--- src/cpfg_pkg.sv ---
package cpfg_pkg;
  localparam int NUM_CH = 5;
  localparam int CNT_W = 16;
  localparam int DUTY_W = 17;
  localparam int NUM_BASE = 5;
  localparam int DECADE = 10;
  localparam int CLK_PERIOD_PS = 5000;
  localparam int REF_PERIOD_PS = 1000000;
  localparam int REF_DIV = REF_PERIOD_PS / CLK_PERIOD_PS;
  localparam logic [DUTY_W-1:0] DUTY_ONE = 17'h10000;
  localparam logic [CNT_W-1:0] ARM_HALF = 16'h8000;
  localparam logic [CNT_W-1:0] PERIOD_RST = 16'h0000;
  localparam logic [DUTY_W-1:0] DUTY_RST = 17'h00000;
  localparam logic LEVEL_RST = 1'b0;
  localparam logic ARM_RST = 1'b0;

  typedef enum logic [2:0] {BASE_1M, BASE_100K, BASE_10K, BASE_1K, BASE_100} cpfg_base_e;
  typedef enum logic [1:0] {MODE_PWM, MODE_PWM_ARM, MODE_FM} cpfg_mode_e;
endpackage

--- src/cpfg_prescale.sv ---
`timescale 1ns/100ps
module cpfg_prescale #(
  parameter int DIV = cpfg_pkg::REF_DIV
) (
  input wire logic ref_clk_i,
  input wire logic rst_i,
  output logic [cpfg_pkg::NUM_BASE-1:0] tick_o
);
  import cpfg_pkg::*;

  localparam int REF_W = (DIV > 1) ? $clog2(DIV) : 1;
  localparam logic [REF_W-1:0] REF_LAST = REF_W'(DIV - 1);
  localparam logic [3:0] DEC_LAST = 4'(DECADE - 1);

  if (DIV < 1) begin : g_bad_div
    $error("prescale divider must be at least 1");
  end

  logic [REF_W-1:0] ref_q, ref_d;
  logic [NUM_BASE-1:1][3:0] dec_q, dec_d;
  logic [NUM_BASE-1:0] tick_d;

  // 1 mhz reference from the core clock
  // decade chain down to 100 hz
  always_comb begin
    ref_d = (ref_q == REF_LAST) ? '0 : REF_W'(ref_q + 1'b1);
    tick_d[0] = (ref_q == REF_LAST);
    dec_d = dec_q;
    for (int k = 1; k < NUM_BASE; k++) begin
      tick_d[k] = tick_d[k-1] && (dec_q[k] == DEC_LAST);
      if (tick_d[k-1]) begin
        dec_d[k] = (dec_q[k] == DEC_LAST) ? 4'h0 : 4'(dec_q[k] + 4'h1);
      end
    end
  end

  always_ff @(posedge ref_clk_i) begin
    if (rst_i) begin
      ref_q <= '0;
      dec_q <= '0;
      tick_o <= '0;
    end else begin
      ref_q <= ref_d;
      dec_q <= dec_d;
      tick_o <= tick_d;
    end
  end
endmodule // cpfg_prescale

--- src/cpfg_top.sv ---
`timescale 1ns/100ps
module cpfg_top #(
  parameter int NUM_CH = cpfg_pkg::NUM_CH
) (
  input wire logic ref_clk_i,
  input wire logic rst_i,
  input wire logic [NUM_CH-1:0] load_i,
  input wire cpfg_pkg::cpfg_mode_e mode_i [NUM_CH],
  input wire cpfg_pkg::cpfg_base_e base_i [NUM_CH],
  input wire logic [NUM_CH-1:0][cpfg_pkg::CNT_W-1:0] period_i,
  input wire logic [NUM_CH-1:0][cpfg_pkg::DUTY_W-1:0] duty_i,
  input wire logic [NUM_CH-1:0] level_i,
  input wire logic [NUM_CH-1:0] arm_init_i,
  input wire logic [NUM_CH-1:0] mod_valid_i,
  input wire logic [NUM_CH-1:0][cpfg_pkg::DUTY_W-1:0] mod_i,
  input wire logic [NUM_CH-1:0][cpfg_pkg::CNT_W-1:0] arm_i,
  output logic [NUM_CH-1:0] pwm_o,
  output logic [NUM_CH-1:0] armed_o,
  output logic [NUM_CH-1:0] period_start_o
);
  import cpfg_pkg::*;

  if (NUM_CH < 1) begin : g_bad_ch
    $error("at least one channel is needed");
  end

  function automatic logic [DUTY_W-1:0] clamp_duty(input logic [DUTY_W-1:0] d);
    return (d > DUTY_ONE) ? DUTY_ONE : d;
  endfunction

  // length of the leading part of the period in base ticks
  function automatic logic [CNT_W-1:0] hi_len(input logic [CNT_W-1:0] per, input logic [DUTY_W-1:0] d);
    logic [CNT_W+DUTY_W-1:0] prod;
    prod = per * clamp_duty(d);
    return prod[CNT_W+DUTY_W-2:DUTY_W-1];
  endfunction

  function automatic logic runs(input logic run, input cpfg_mode_e m, input logic arm,
                                input logic [CNT_W-1:0] per);
    return run && ((m != MODE_PWM_ARM) || arm) && (per != '0);
  endfunction

  logic [NUM_BASE-1:0] tick;

  cpfg_prescale #(
    .DIV(REF_DIV)
  ) u_prescale (
    .ref_clk_i(ref_clk_i),
    .rst_i(rst_i),
    .tick_o(tick)
  );

  cpfg_mode_e mode_q [NUM_CH];
  cpfg_mode_e mode_d [NUM_CH];
  cpfg_base_e base_q [NUM_CH];
  cpfg_base_e base_d [NUM_CH];
  logic [NUM_CH-1:0][CNT_W-1:0] cnt_q, cnt_d, period_q, period_d, hi_q, hi_d, pend_per_q, pend_per_d;
  logic [NUM_CH-1:0][DUTY_W-1:0] duty_q, duty_d, pend_duty_q, pend_duty_d;
  logic [NUM_CH-1:0] level_q, level_d, arm_q, arm_d, run_q, run_d, pend_q, pend_d;
  logic [NUM_CH-1:0] out_d, start_d;

  always_comb begin
    logic go;
    logic tk;
    logic apply;
    go = 1'b0;
    tk = 1'b0;
    apply = 1'b0;
    for (int c = 0; c < NUM_CH; c++) begin
      mode_d[c] = mode_q[c];
      base_d[c] = base_q[c];
      cnt_d[c] = cnt_q[c];
      period_d[c] = period_q[c];
      duty_d[c] = duty_q[c];
      pend_per_d[c] = pend_per_q[c];
      pend_duty_d[c] = pend_duty_q[c];
      level_d[c] = level_q[c];
      arm_d[c] = arm_q[c];
      run_d[c] = run_q[c];
      pend_d[c] = pend_q[c];
      start_d[c] = 1'b0;
      apply = 1'b0;
      if (load_i[c]) begin
        // initial duty and frequency taken at load
        // frequency mode starts from loaded period
        // duty fixed from load in frequency mode
        mode_d[c] = mode_i[c];
        base_d[c] = base_i[c];
        period_d[c] = period_i[c];
        duty_d[c] = clamp_duty(duty_i[c]);
        level_d[c] = level_i[c];
        arm_d[c] = arm_init_i[c];
        run_d[c] = 1'b1;
        pend_d[c] = 1'b0;
        cnt_d[c] = '0;
      end else begin
        go = runs(run_q[c], mode_q[c], arm_q[c], period_q[c]);
        // each channel counts its own selected base
        tk = tick[base_q[c]];
        if (!go) begin
          // stopped channel restarts from period start
          cnt_d[c] = '0;
          apply = pend_q[c];
        end else if (tk) begin
          // period is the loaded count of base ticks
          if (cnt_q[c] == CNT_W'(period_q[c] - 1'b1)) begin
            cnt_d[c] = '0;
            start_d[c] = 1'b1;
            apply = pend_q[c];
          end else begin
            cnt_d[c] = CNT_W'(cnt_q[c] + 1'b1);
          end
        end
        // pending value applied at period end, or at once while stopped
        if (apply) begin
          if (mode_q[c] == MODE_FM) begin
            period_d[c] = pend_per_q[c];
          end else begin
            duty_d[c] = pend_duty_q[c];
          end
          pend_d[c] = 1'b0;
        end
        // one update per sample period expected
        if (mod_valid_i[c] && run_q[c]) begin
          pend_d[c] = 1'b1;
          unique case (mode_q[c])
            MODE_PWM: begin
              pend_duty_d[c] = clamp_duty(mod_i[c]);
            end
            MODE_PWM_ARM: begin
              pend_duty_d[c] = clamp_duty(mod_i[c]);
              arm_d[c] = (arm_i[c] >= ARM_HALF);
            end
            MODE_FM: begin
              pend_per_d[c] = mod_i[c][CNT_W-1:0];
            end
            default: begin
              pend_d[c] = 1'b0;
            end
          endcase
        end
      end
      hi_d[c] = hi_len(period_d[c], duty_d[c]);
      if (runs(run_d[c], mode_d[c], arm_d[c], period_d[c]) && (cnt_d[c] < hi_d[c])) begin
        out_d[c] = level_d[c];
      end else begin
        out_d[c] = !level_d[c];
      end
    end
  end

  always_ff @(posedge ref_clk_i) begin
    if (rst_i) begin
      for (int c = 0; c < NUM_CH; c++) begin
        mode_q[c] <= MODE_PWM;
        base_q[c] <= BASE_1M;
      end
      cnt_q <= '0;
      period_q <= {NUM_CH{PERIOD_RST}};
      duty_q <= {NUM_CH{DUTY_RST}};
      hi_q <= '0;
      pend_per_q <= '0;
      pend_duty_q <= '0;
      level_q <= {NUM_CH{LEVEL_RST}};
      arm_q <= {NUM_CH{ARM_RST}};
      run_q <= '0;
      pend_q <= '0;
      pwm_o <= {NUM_CH{!LEVEL_RST}};
      armed_o <= {NUM_CH{ARM_RST}};
      period_start_o <= '0;
    end else begin
      mode_q <= mode_d;
      base_q <= base_d;
      cnt_q <= cnt_d;
      period_q <= period_d;
      duty_q <= duty_d;
      hi_q <= hi_d;
      pend_per_q <= pend_per_d;
      pend_duty_q <= pend_duty_d;
      level_q <= level_d;
      arm_q <= arm_d;
      run_q <= run_d;
      pend_q <= pend_d;
      pwm_o <= out_d;
      armed_o <= arm_d;
      period_start_o <= start_d;
    end
  end

  for (genvar c = 0; c < NUM_CH; c++) begin : g_chk
    wire go_w = runs(run_q[c], mode_q[c], arm_q[c], period_q[c]);
    wire last_w = go_w && tick[base_q[c]] && (cnt_q[c] == CNT_W'(period_q[c] - 1'b1));

  end
endmodule // cpfg_top

--- config.mk ---
export PLATFORM = sky130hd
export DESIGN_NAME = cpfg_top
export DESIGN_NICKNAME = d
export VERILOG_FILES = /design/src/cpfg_pkg.sv /design/src/cpfg_prescale.sv /design/src/cpfg_top.sv
export SDC_FILE = /design/constraint.sdc
export NUM_CORES = 2
export LEC_CHECK = 0
export BUFFER_PORTS_ARGS = -buffer_cell sky130_fd_sc_hd__buf_2
export CORE_UTILIZATION = 25
export CTS_CLUSTER_SIZE = 20
export DETAILED_ROUTE_END_ITERATION = 6
export SLEW_MARGIN = 20
export SYNTH_ARGS = -nofsm -noshare
export SYNTH_HDL_FRONTEND = slang
export SYNTH_SLANG_ARGS = --single-unit
--- constraint.sdc ---
create_clock -name ref_clk_i -period 12 [get_ports ref_clk_i]
set_input_delay 0.6 -clock ref_clk_i [delete_from_list [all_inputs] [get_ports ref_clk_i]]
set_output_delay 0.6 -clock ref_clk_i [all_outputs]
set_load 0.02 [all_outputs]
After elaboration in Yosys (flattened, before gate mapping)
Cells that the tools add are included.
{ "totals": {"reg_bits": 494, "output_inout_bits": 15} }
{ "op_classes": {"addsub": 15, "mul": 5, "n_lt_le_gt_ge": 30, "eq_ne": 30, "muxes": 154, "n_bitwise": 15, "reduce_logical": 100} }
{ "ops": {"columns": ["op", "count"], "rows": [
  ["$mux 16", 35],
  ["$mux 17", 30],
  ["$gt 17x17->1 const B", 15],
  ["$mul 16x17->32", 5],
  ["$reduce_bool 16->1", 10],
  ["$add 16x1->16 const B", 5],
  ["$eq 16x16->1", 5],
  ["$ge 16x16->1 const B", 5],
  ["$lt 16x16->1", 5],
  ["$sub 16x1->16 const B", 5],
  ["$mux 1", 75],
  ["$logic_and 1x1->1", 34],
  ["$reduce_and 3->1", 10],
  ["$reduce_or 2->1", 11],
  ["$lt 3x4->1 const B", 5],
  ["$ne 2x1->1 const B", 10],
  ["$reduce_or 4->1", 5],
  ["$add 4x1->4 const B", 4],
  ["$eq 4x4->1 const B", 4],
  ["$mux 4", 4],
  ["$bmux 1 s3", 5],
  ["$not 1->1", 15],
  ["$reduce_or 3->1", 5],
  ["$eq 2x1->1 const B", 5],
  ["8 further kinds", 37]
]} }

Longest topological paths before layout
{ "depth": {"ltp_word": 14, "ltp_mapped": 58} }

Modules after synthesis
A second synthesis with hierarchy kept.
{ "unflattened": {"cells_unflattened": 8173, "area_unflattened_um2": 67732.5} }
{ "by_module_without_submodules": {"columns": ["module", "instances", "cells_per_inst", "area_per_inst_um2", "seq_area_each_um2"], "rows": [
  ["cpfg_top", 1, 8033, 66443.7, 9308.9],
  ["cpfg_prescale", 1, 140, 1288.7, 580.6]
]} }

Worst setup path before layout
Ideal clock, no wire load.
{ "synth_path": {"kind": "register -> register", "startpoint": "register period_q[32] (netlist name)", "endpoint": "register pwm_o[2]", "setup_time_ns": 0.117, "t_arrival_ns": 12.361, "path_slack_ns": -0.477, "path_stages_with_launch": 48, "n_path_buf": 3, "synth_period_minus_slack_ns": 12.477, "cell_sequence": "dfxtp_1 -> inv_1 -> ha_1 -> nor4b_4 -> and3_1 -> a31oi_1 -> a2111o_1 -> a2111o_1 -> o31a_1 -> buf_4 -> nor2_1 -> buf_2 -> mux2i_1 -> o21ai_0 -> or4_1 -> o31ai_2 -> nor2b_1 -> buf_2 -> (+12 left out) -> and3_1 -> a221o_1 -> a31oi_2 -> o21ai_2 -> o41ai_2 -> o21ai_2 -> a21o_1 -> a2111oi_0 -> or3_1 -> ha_1 -> nand3_1 -> a2111oi_0 -> a21oi_1 -> o211ai_1 -> nor2_1 -> a21oi_1 -> xor2_1 -> nand2b_1"} }
{ "synth_via": {"elab_chain_cells": 14, "word_cells_on_any_way": 25, "cone_classes": "1 x add/sub; 1 x mul; 2 x order compare; 1 x eq/ne; 15 x mux; 5 x reduce/logical"} }
{ "synth_rtl": {"columns": ["item", "line_no", "source"], "rows": [
  ["start, declared", "cpfg_top.sv:57", "logic [NUM_CH-1:0][CNT_W-1:0] cnt_q, cnt_d, period_q, period_d, hi_q, hi_d, pend_per_q, pend_per_d;"],
  ["start signal, assigned", "cpfg_top.sv:159", "period_q <= {NUM_CH{PERIOD_RST}};"],
  ["start signal, assigned", "cpfg_top.sv:175", "period_q <= period_d;"],
  ["$sub 16x1->16", null, null],
  ["$eq 16x16->1", null, null],
  ["$mux 1", "cpfg_top.sv:106", "if (cnt_q[c] == CNT_W'(period_q[c] - 1'b1)) begin"],
  ["$mux 1", "cpfg_top.sv:104", "end else if (tk) begin"],
  ["$mux 1", "cpfg_top.sv:100", "if (!go) begin"],
  ["$mux 1", "cpfg_top.sv:83", "if (load_i[c]) begin"],
  ["$mux 17", "cpfg_top.sv:115", "if (apply) begin"],
  ["$mux 17", "cpfg_top.sv:83", null],
  ["$gt 17x17->1", "cpfg_top.sv:28", "return (d > DUTY_ONE) ? DUTY_ONE : d;"],
  ["$mux 17", "cpfg_top.sv:28", null],
  ["$mul 16x17->32", "cpfg_top.sv:34", "prod = per * clamp_duty(d);"],
  ["$lt 16x16->1", "cpfg_top.sv:144", "if (runs(run_d[c], mode_d[c], arm_d[c], period_d[c]) && (cnt_d[c] < hi_d[c])) begin"],
  ["$logic_and 1x1->1 *", "cpfg_top.sv:144", null],
  ["$mux 1 *", "cpfg_top.sv:144", null],
  ["end signal, assigned", "cpfg_top.sv:168", "pwm_o <= {NUM_CH{!LEVEL_RST}};"],
  ["end signal, assigned", "cpfg_top.sv:184", "pwm_o <= out_d;"],
  ["end, declared", "cpfg_top.sv:17", "output logic [NUM_CH-1:0] pwm_o,"]
]} }
Mark *: on every way between the ends. The rest lies on a longest branch, timed or not. The select of a mux whose other input is x is not followed.
A chain may end at the register's enable or synchronous reset.

Worst setup path in the final report
{ "layout_path": {"startpoint": "register period_q[33] (netlist name)", "endpoint": "register pwm_o[2]"} }
The elaborated chain is that of the path after synthesis.

==> metrics.yaml <==
run_status:
  run_status: "completed"
clocking:
  cts.htree.levels: 3
  clockBufferDepth: 3
  cts.clk_slew.worst_paths_ps: 70
  clockRootBuffer: "sky130_fd_sc_hd__clkbuf_16"
  clock_sink_count: 494
  clock_latency_ps: 710
  tritoncts: "built"
  number_of_cts_inserted_buffers: 70
synth:
  post_synth_inst_count: 8171
  synth_fp_nets: 10154
  ys_dominant_reg_cell: "sky130_fd_sc_hd__dfxtp_1"
  synth_warnings: 0
  synthDominantCellAreaShare_pct: 30.4
  synth_seq_cells: 494
  post-synth-top-area-cell: "sky130_fd_sc_hd__fa_1"
  post_synthesis_async_set_or_reset_flop_share_pct: 0
  number_of_enable_flip_flop_cells_after_synthesis: 0
  synth_cell_types: 109
  synth.avg_cell_area_sq_um: 8.29
  ys_top_cells_by_area: "sky130_fd_sc_hd__fa_1 30%, sky130_fd_sc_hd__dfxtp_1 15%, sky130_fd_sc_hd__ha_1 11%"
  seq_area_frac_synth_pct: 14.6
  syn_area_sq_um: 67800
global_route:
  grt_max_degree: 100
  number_of_antenna_violations_at_the_first_check_in_global_routing: 43
  globalRoute.totalOverflow: 0
  global_route_wire_length_before_repair_microns: 359000
  grt_pass1_vias: 59529
  grt_use_total_pct: 17.2
sta:
  setup_repair_after_global_routing_missed_its_margin: "yes"
  fmax_mhz: 83.5
  worst-slew-pin-transition_ps: 1160
  finalCriticalPeriod_ps: 11970
  drv_slew: 0
  max_slew_margin_pct: 22.7
  final-hold-violation-count: 0
  timing.clock.skew_ps: 43.4
  setup_viol_count_final: 0
  final_clock_period_utilization_by_the_worst_path_pct: 99.7
finish:
  finalNonFillerCells: 12533
  layout_common_cells: "1241 x sky130_fd_sc_hd__inv_1, 1116 x sky130_fd_sc_hd__nand2_1, 1075 x sky130_fd_sc_hd__nor2_1, 1024 x sky130_fd_sc_hd__fa_1, 673 x sky130_fd_sc_hd__buf_4"
  fillCellCount: 28680
  area_growth_syn_to_layout_pct: 19.4
  final-seq-area_sq_um: 9890
  most_common_cell_after_layout_fill_and_taps_aside: "sky130_fd_sc_hd__inv_1"
  finalNetCount: 10888
  multi_input_logic_area_sq_um: 52500
  drive_gt1_share_pct: 14.6
  final_design_area_no_fill_sq_um: 80900
  finalCoreUtilization_pct: 30.1
drt:
  postRouteAntennaNets: 0
  dr_total_vias: 58955
  detail_route.iter0.violations: 4724
  detail_route.wl_per_cell_microns: 18.8
  avgViaCountPerCell: 4.70
  detail_route.wirelength_microns: 235000
  drtPass1Iterations: 5
  drt_drc_violations_left: 0
placed_design:
  port_buffers: 316
  place.detailed.instances: 12361
  gp_congestion: 0.941
  dpl-instance-area_sq_um: 77800
  detailed_place_hpwl_microns: 193000
setup_path:
  crit_path_max_incr_delay_ps: 530
  critPathTopFamily: "compound AO/OA/AOI/OAI gates"
  timing.critical_path.to_type: "flip-flop"
  startpoint_type: "flip-flop"
  worstPathMaxFanout: 7
  crit_arrival_ps: 12580
  setup.worst_path.class: "flip-flop to flip-flop"
  critical_path.n_buffers_inverters: 8
  required_ps: 12610
  critical_path.slowest_cell: "sky130_fd_sc_hd__fa_1"
  crit_top_cell: "sky130_fd_sc_hd__fa_1"
floorplan:
  design.die.area_sq_um: 273000
  io-pin-count: 392
  fp.dieW_microns: 523
  die_h_microns: 523
  initial_core_util_pct: 25.2
  floorplan.rows: 190
  core_sq_um: 269000
min_path:
  classification_of_the_worst_slack_hold_path: "input port to flip-flop"
job:
  max_cap_viol_count: 0
pwr:
  irDropWorstVdd_uv: 102
  power_per_cell_area_nw_per_um2: 83.7
  p_leak_nw: 37.5
==> worst paths after layout <==
check | startpoint | to | slack (ps) | cells past startpoint
worst max-delay path | period_q[33]$_SDFF_PP0_ | pwm_o[2]$_SDFF_PP1_ | 30 | 52
worst min-delay path | base_i[8] | base_q[8]$_SDFFE_PP0P_ | 130 | 3
worst max register to register | period_q[33]$_SDFF_PP0_ | pwm_o[2]$_SDFF_PP1_ | 30 | 52
worst min register to register | u_prescale.ref_q[0]$_SDFF_PP0_ | u_prescale.ref_q[0]$_SDFF_PP0_ | 450 | 1
==> metrics by stage <==
stage	setup WS (ps)	total power [W]	hold slack, ps	setup TNS, ps
floorplan	25.0	0.00347	413	0
global placement	-92.4	0.00450	429	-92.4
detailed placement	-153	0.00453	439	-383
CTS	11.4	0.00681	29.9	0
global route	-573	0.00725	84.2	-1310
finish	30.1	0.00677	127	0
==> per-layer routing <==
metal	up-vias	routed length, microns	GRT usage [%]
met2	2089	108000	28.1
met1	28966	101000	22.6
met4	14	8990	6.52
li1	27468	-	-
met3	418	16800	2.76
met5	-	76	0
==> timing repair <==
item	in CTS	in global routing
setup buffers	0	22
setup endpoints to repair	4	5
resized for setup	9	125
hold buffers	0	0
pin swaps	1	76
gates cloned	0	2
==> report_power, final <==
part / switching [W] / total (W) / internal, W / leakage, nW
clock network: 0.000922 / 0.00220 / 0.00128 / 1.13
logic: 0.00169 / 0.00284 / 0.00115 / 32.3
registers: 0.0000468 / 0.00173 / 0.00169 / 4.02
total: 0.00265 / 0.00677 / 0.00412 / 37.5
==> logic make-up after synthesis <==
kind of cell               after synthesis  share of synthesized area [%]
adders and majority gates             1606                           41.1
xor gates and xnor gates               263                           3.40
DFF                                    494                           14.6
muxes                                  194                           2.87
AOI/OAI and AO/OA                      849                           8.15
and+or+nand+nor                       3170                           21.0
buffers and inverters                 1595                           8.89
==> cells in the mapped netlist (all sizes together) (20+ instances only) <==
| library cell | instances |
|---|---|
| nor4 | 97 |
| o211ai | 30 |
| ha | 576 |
| o21a | 79 |
| clkbuf | 313 |
| a21o | 44 |
| o21ai | 198 |
| nor3 | 168 |
| and2 | 84 |
| xor2 | 121 |
| nand2b | 95 |
| xnor2 | 142 |
| buf | 37 |
| or3 | 35 |
| inv | 1244 |
| a31oi | 20 |
| or2 | 26 |
| nor2 | 1086 |
| dfxtp | 494 |
| a22oi | 65 |
| fa | 1030 |
| nand3 | 94 |
| and3 | 66 |
| nand4 | 96 |
| mux2i | 192 |
| nor2b | 115 |
| nand2 | 1123 |
| a21oi | 270 |
| nor3b | 26 |
==> worst register-to-register path, delay by kind of cell, from the launching register on <==
kind	cells	cell delay [ps]
adder cells (fa/ha/maj)	9	3520
buffers and inverters	8	820
multiplexers	1	220
AND/OR/NAND/NOR	15	2770
XOR/XNOR	2	240
flip-flops	1	320
AO/OA/AOI/OAI	17	4000
==> final cells by class <==
type,count,area share [%]
antenna,26,0.0804
clock inverter,27,0.469
multi-input combinational,6082,64.8
clock buffer,95,2.42
sequential,494,12.2
tap,3552,5.49
timing repair buffer,1012,8.72
inverter,1245,5.78
==> state kept, by name, summed over array words and instances (netlist names) <==
register and flops:
pend_duty_q 85, u_prescale.tick_o 5, period_q 80, arm_q 5, run_q 5, pend_per_q 80, level_q 5, pend_q 5
u_prescale.dec_q 16, duty_q 85, cnt_q 80, base_q 15, mode_q 10, u_prescale.ref_q 8, period_start_o 5, pwm_o 5
Power figures use the tool's default switching activity.
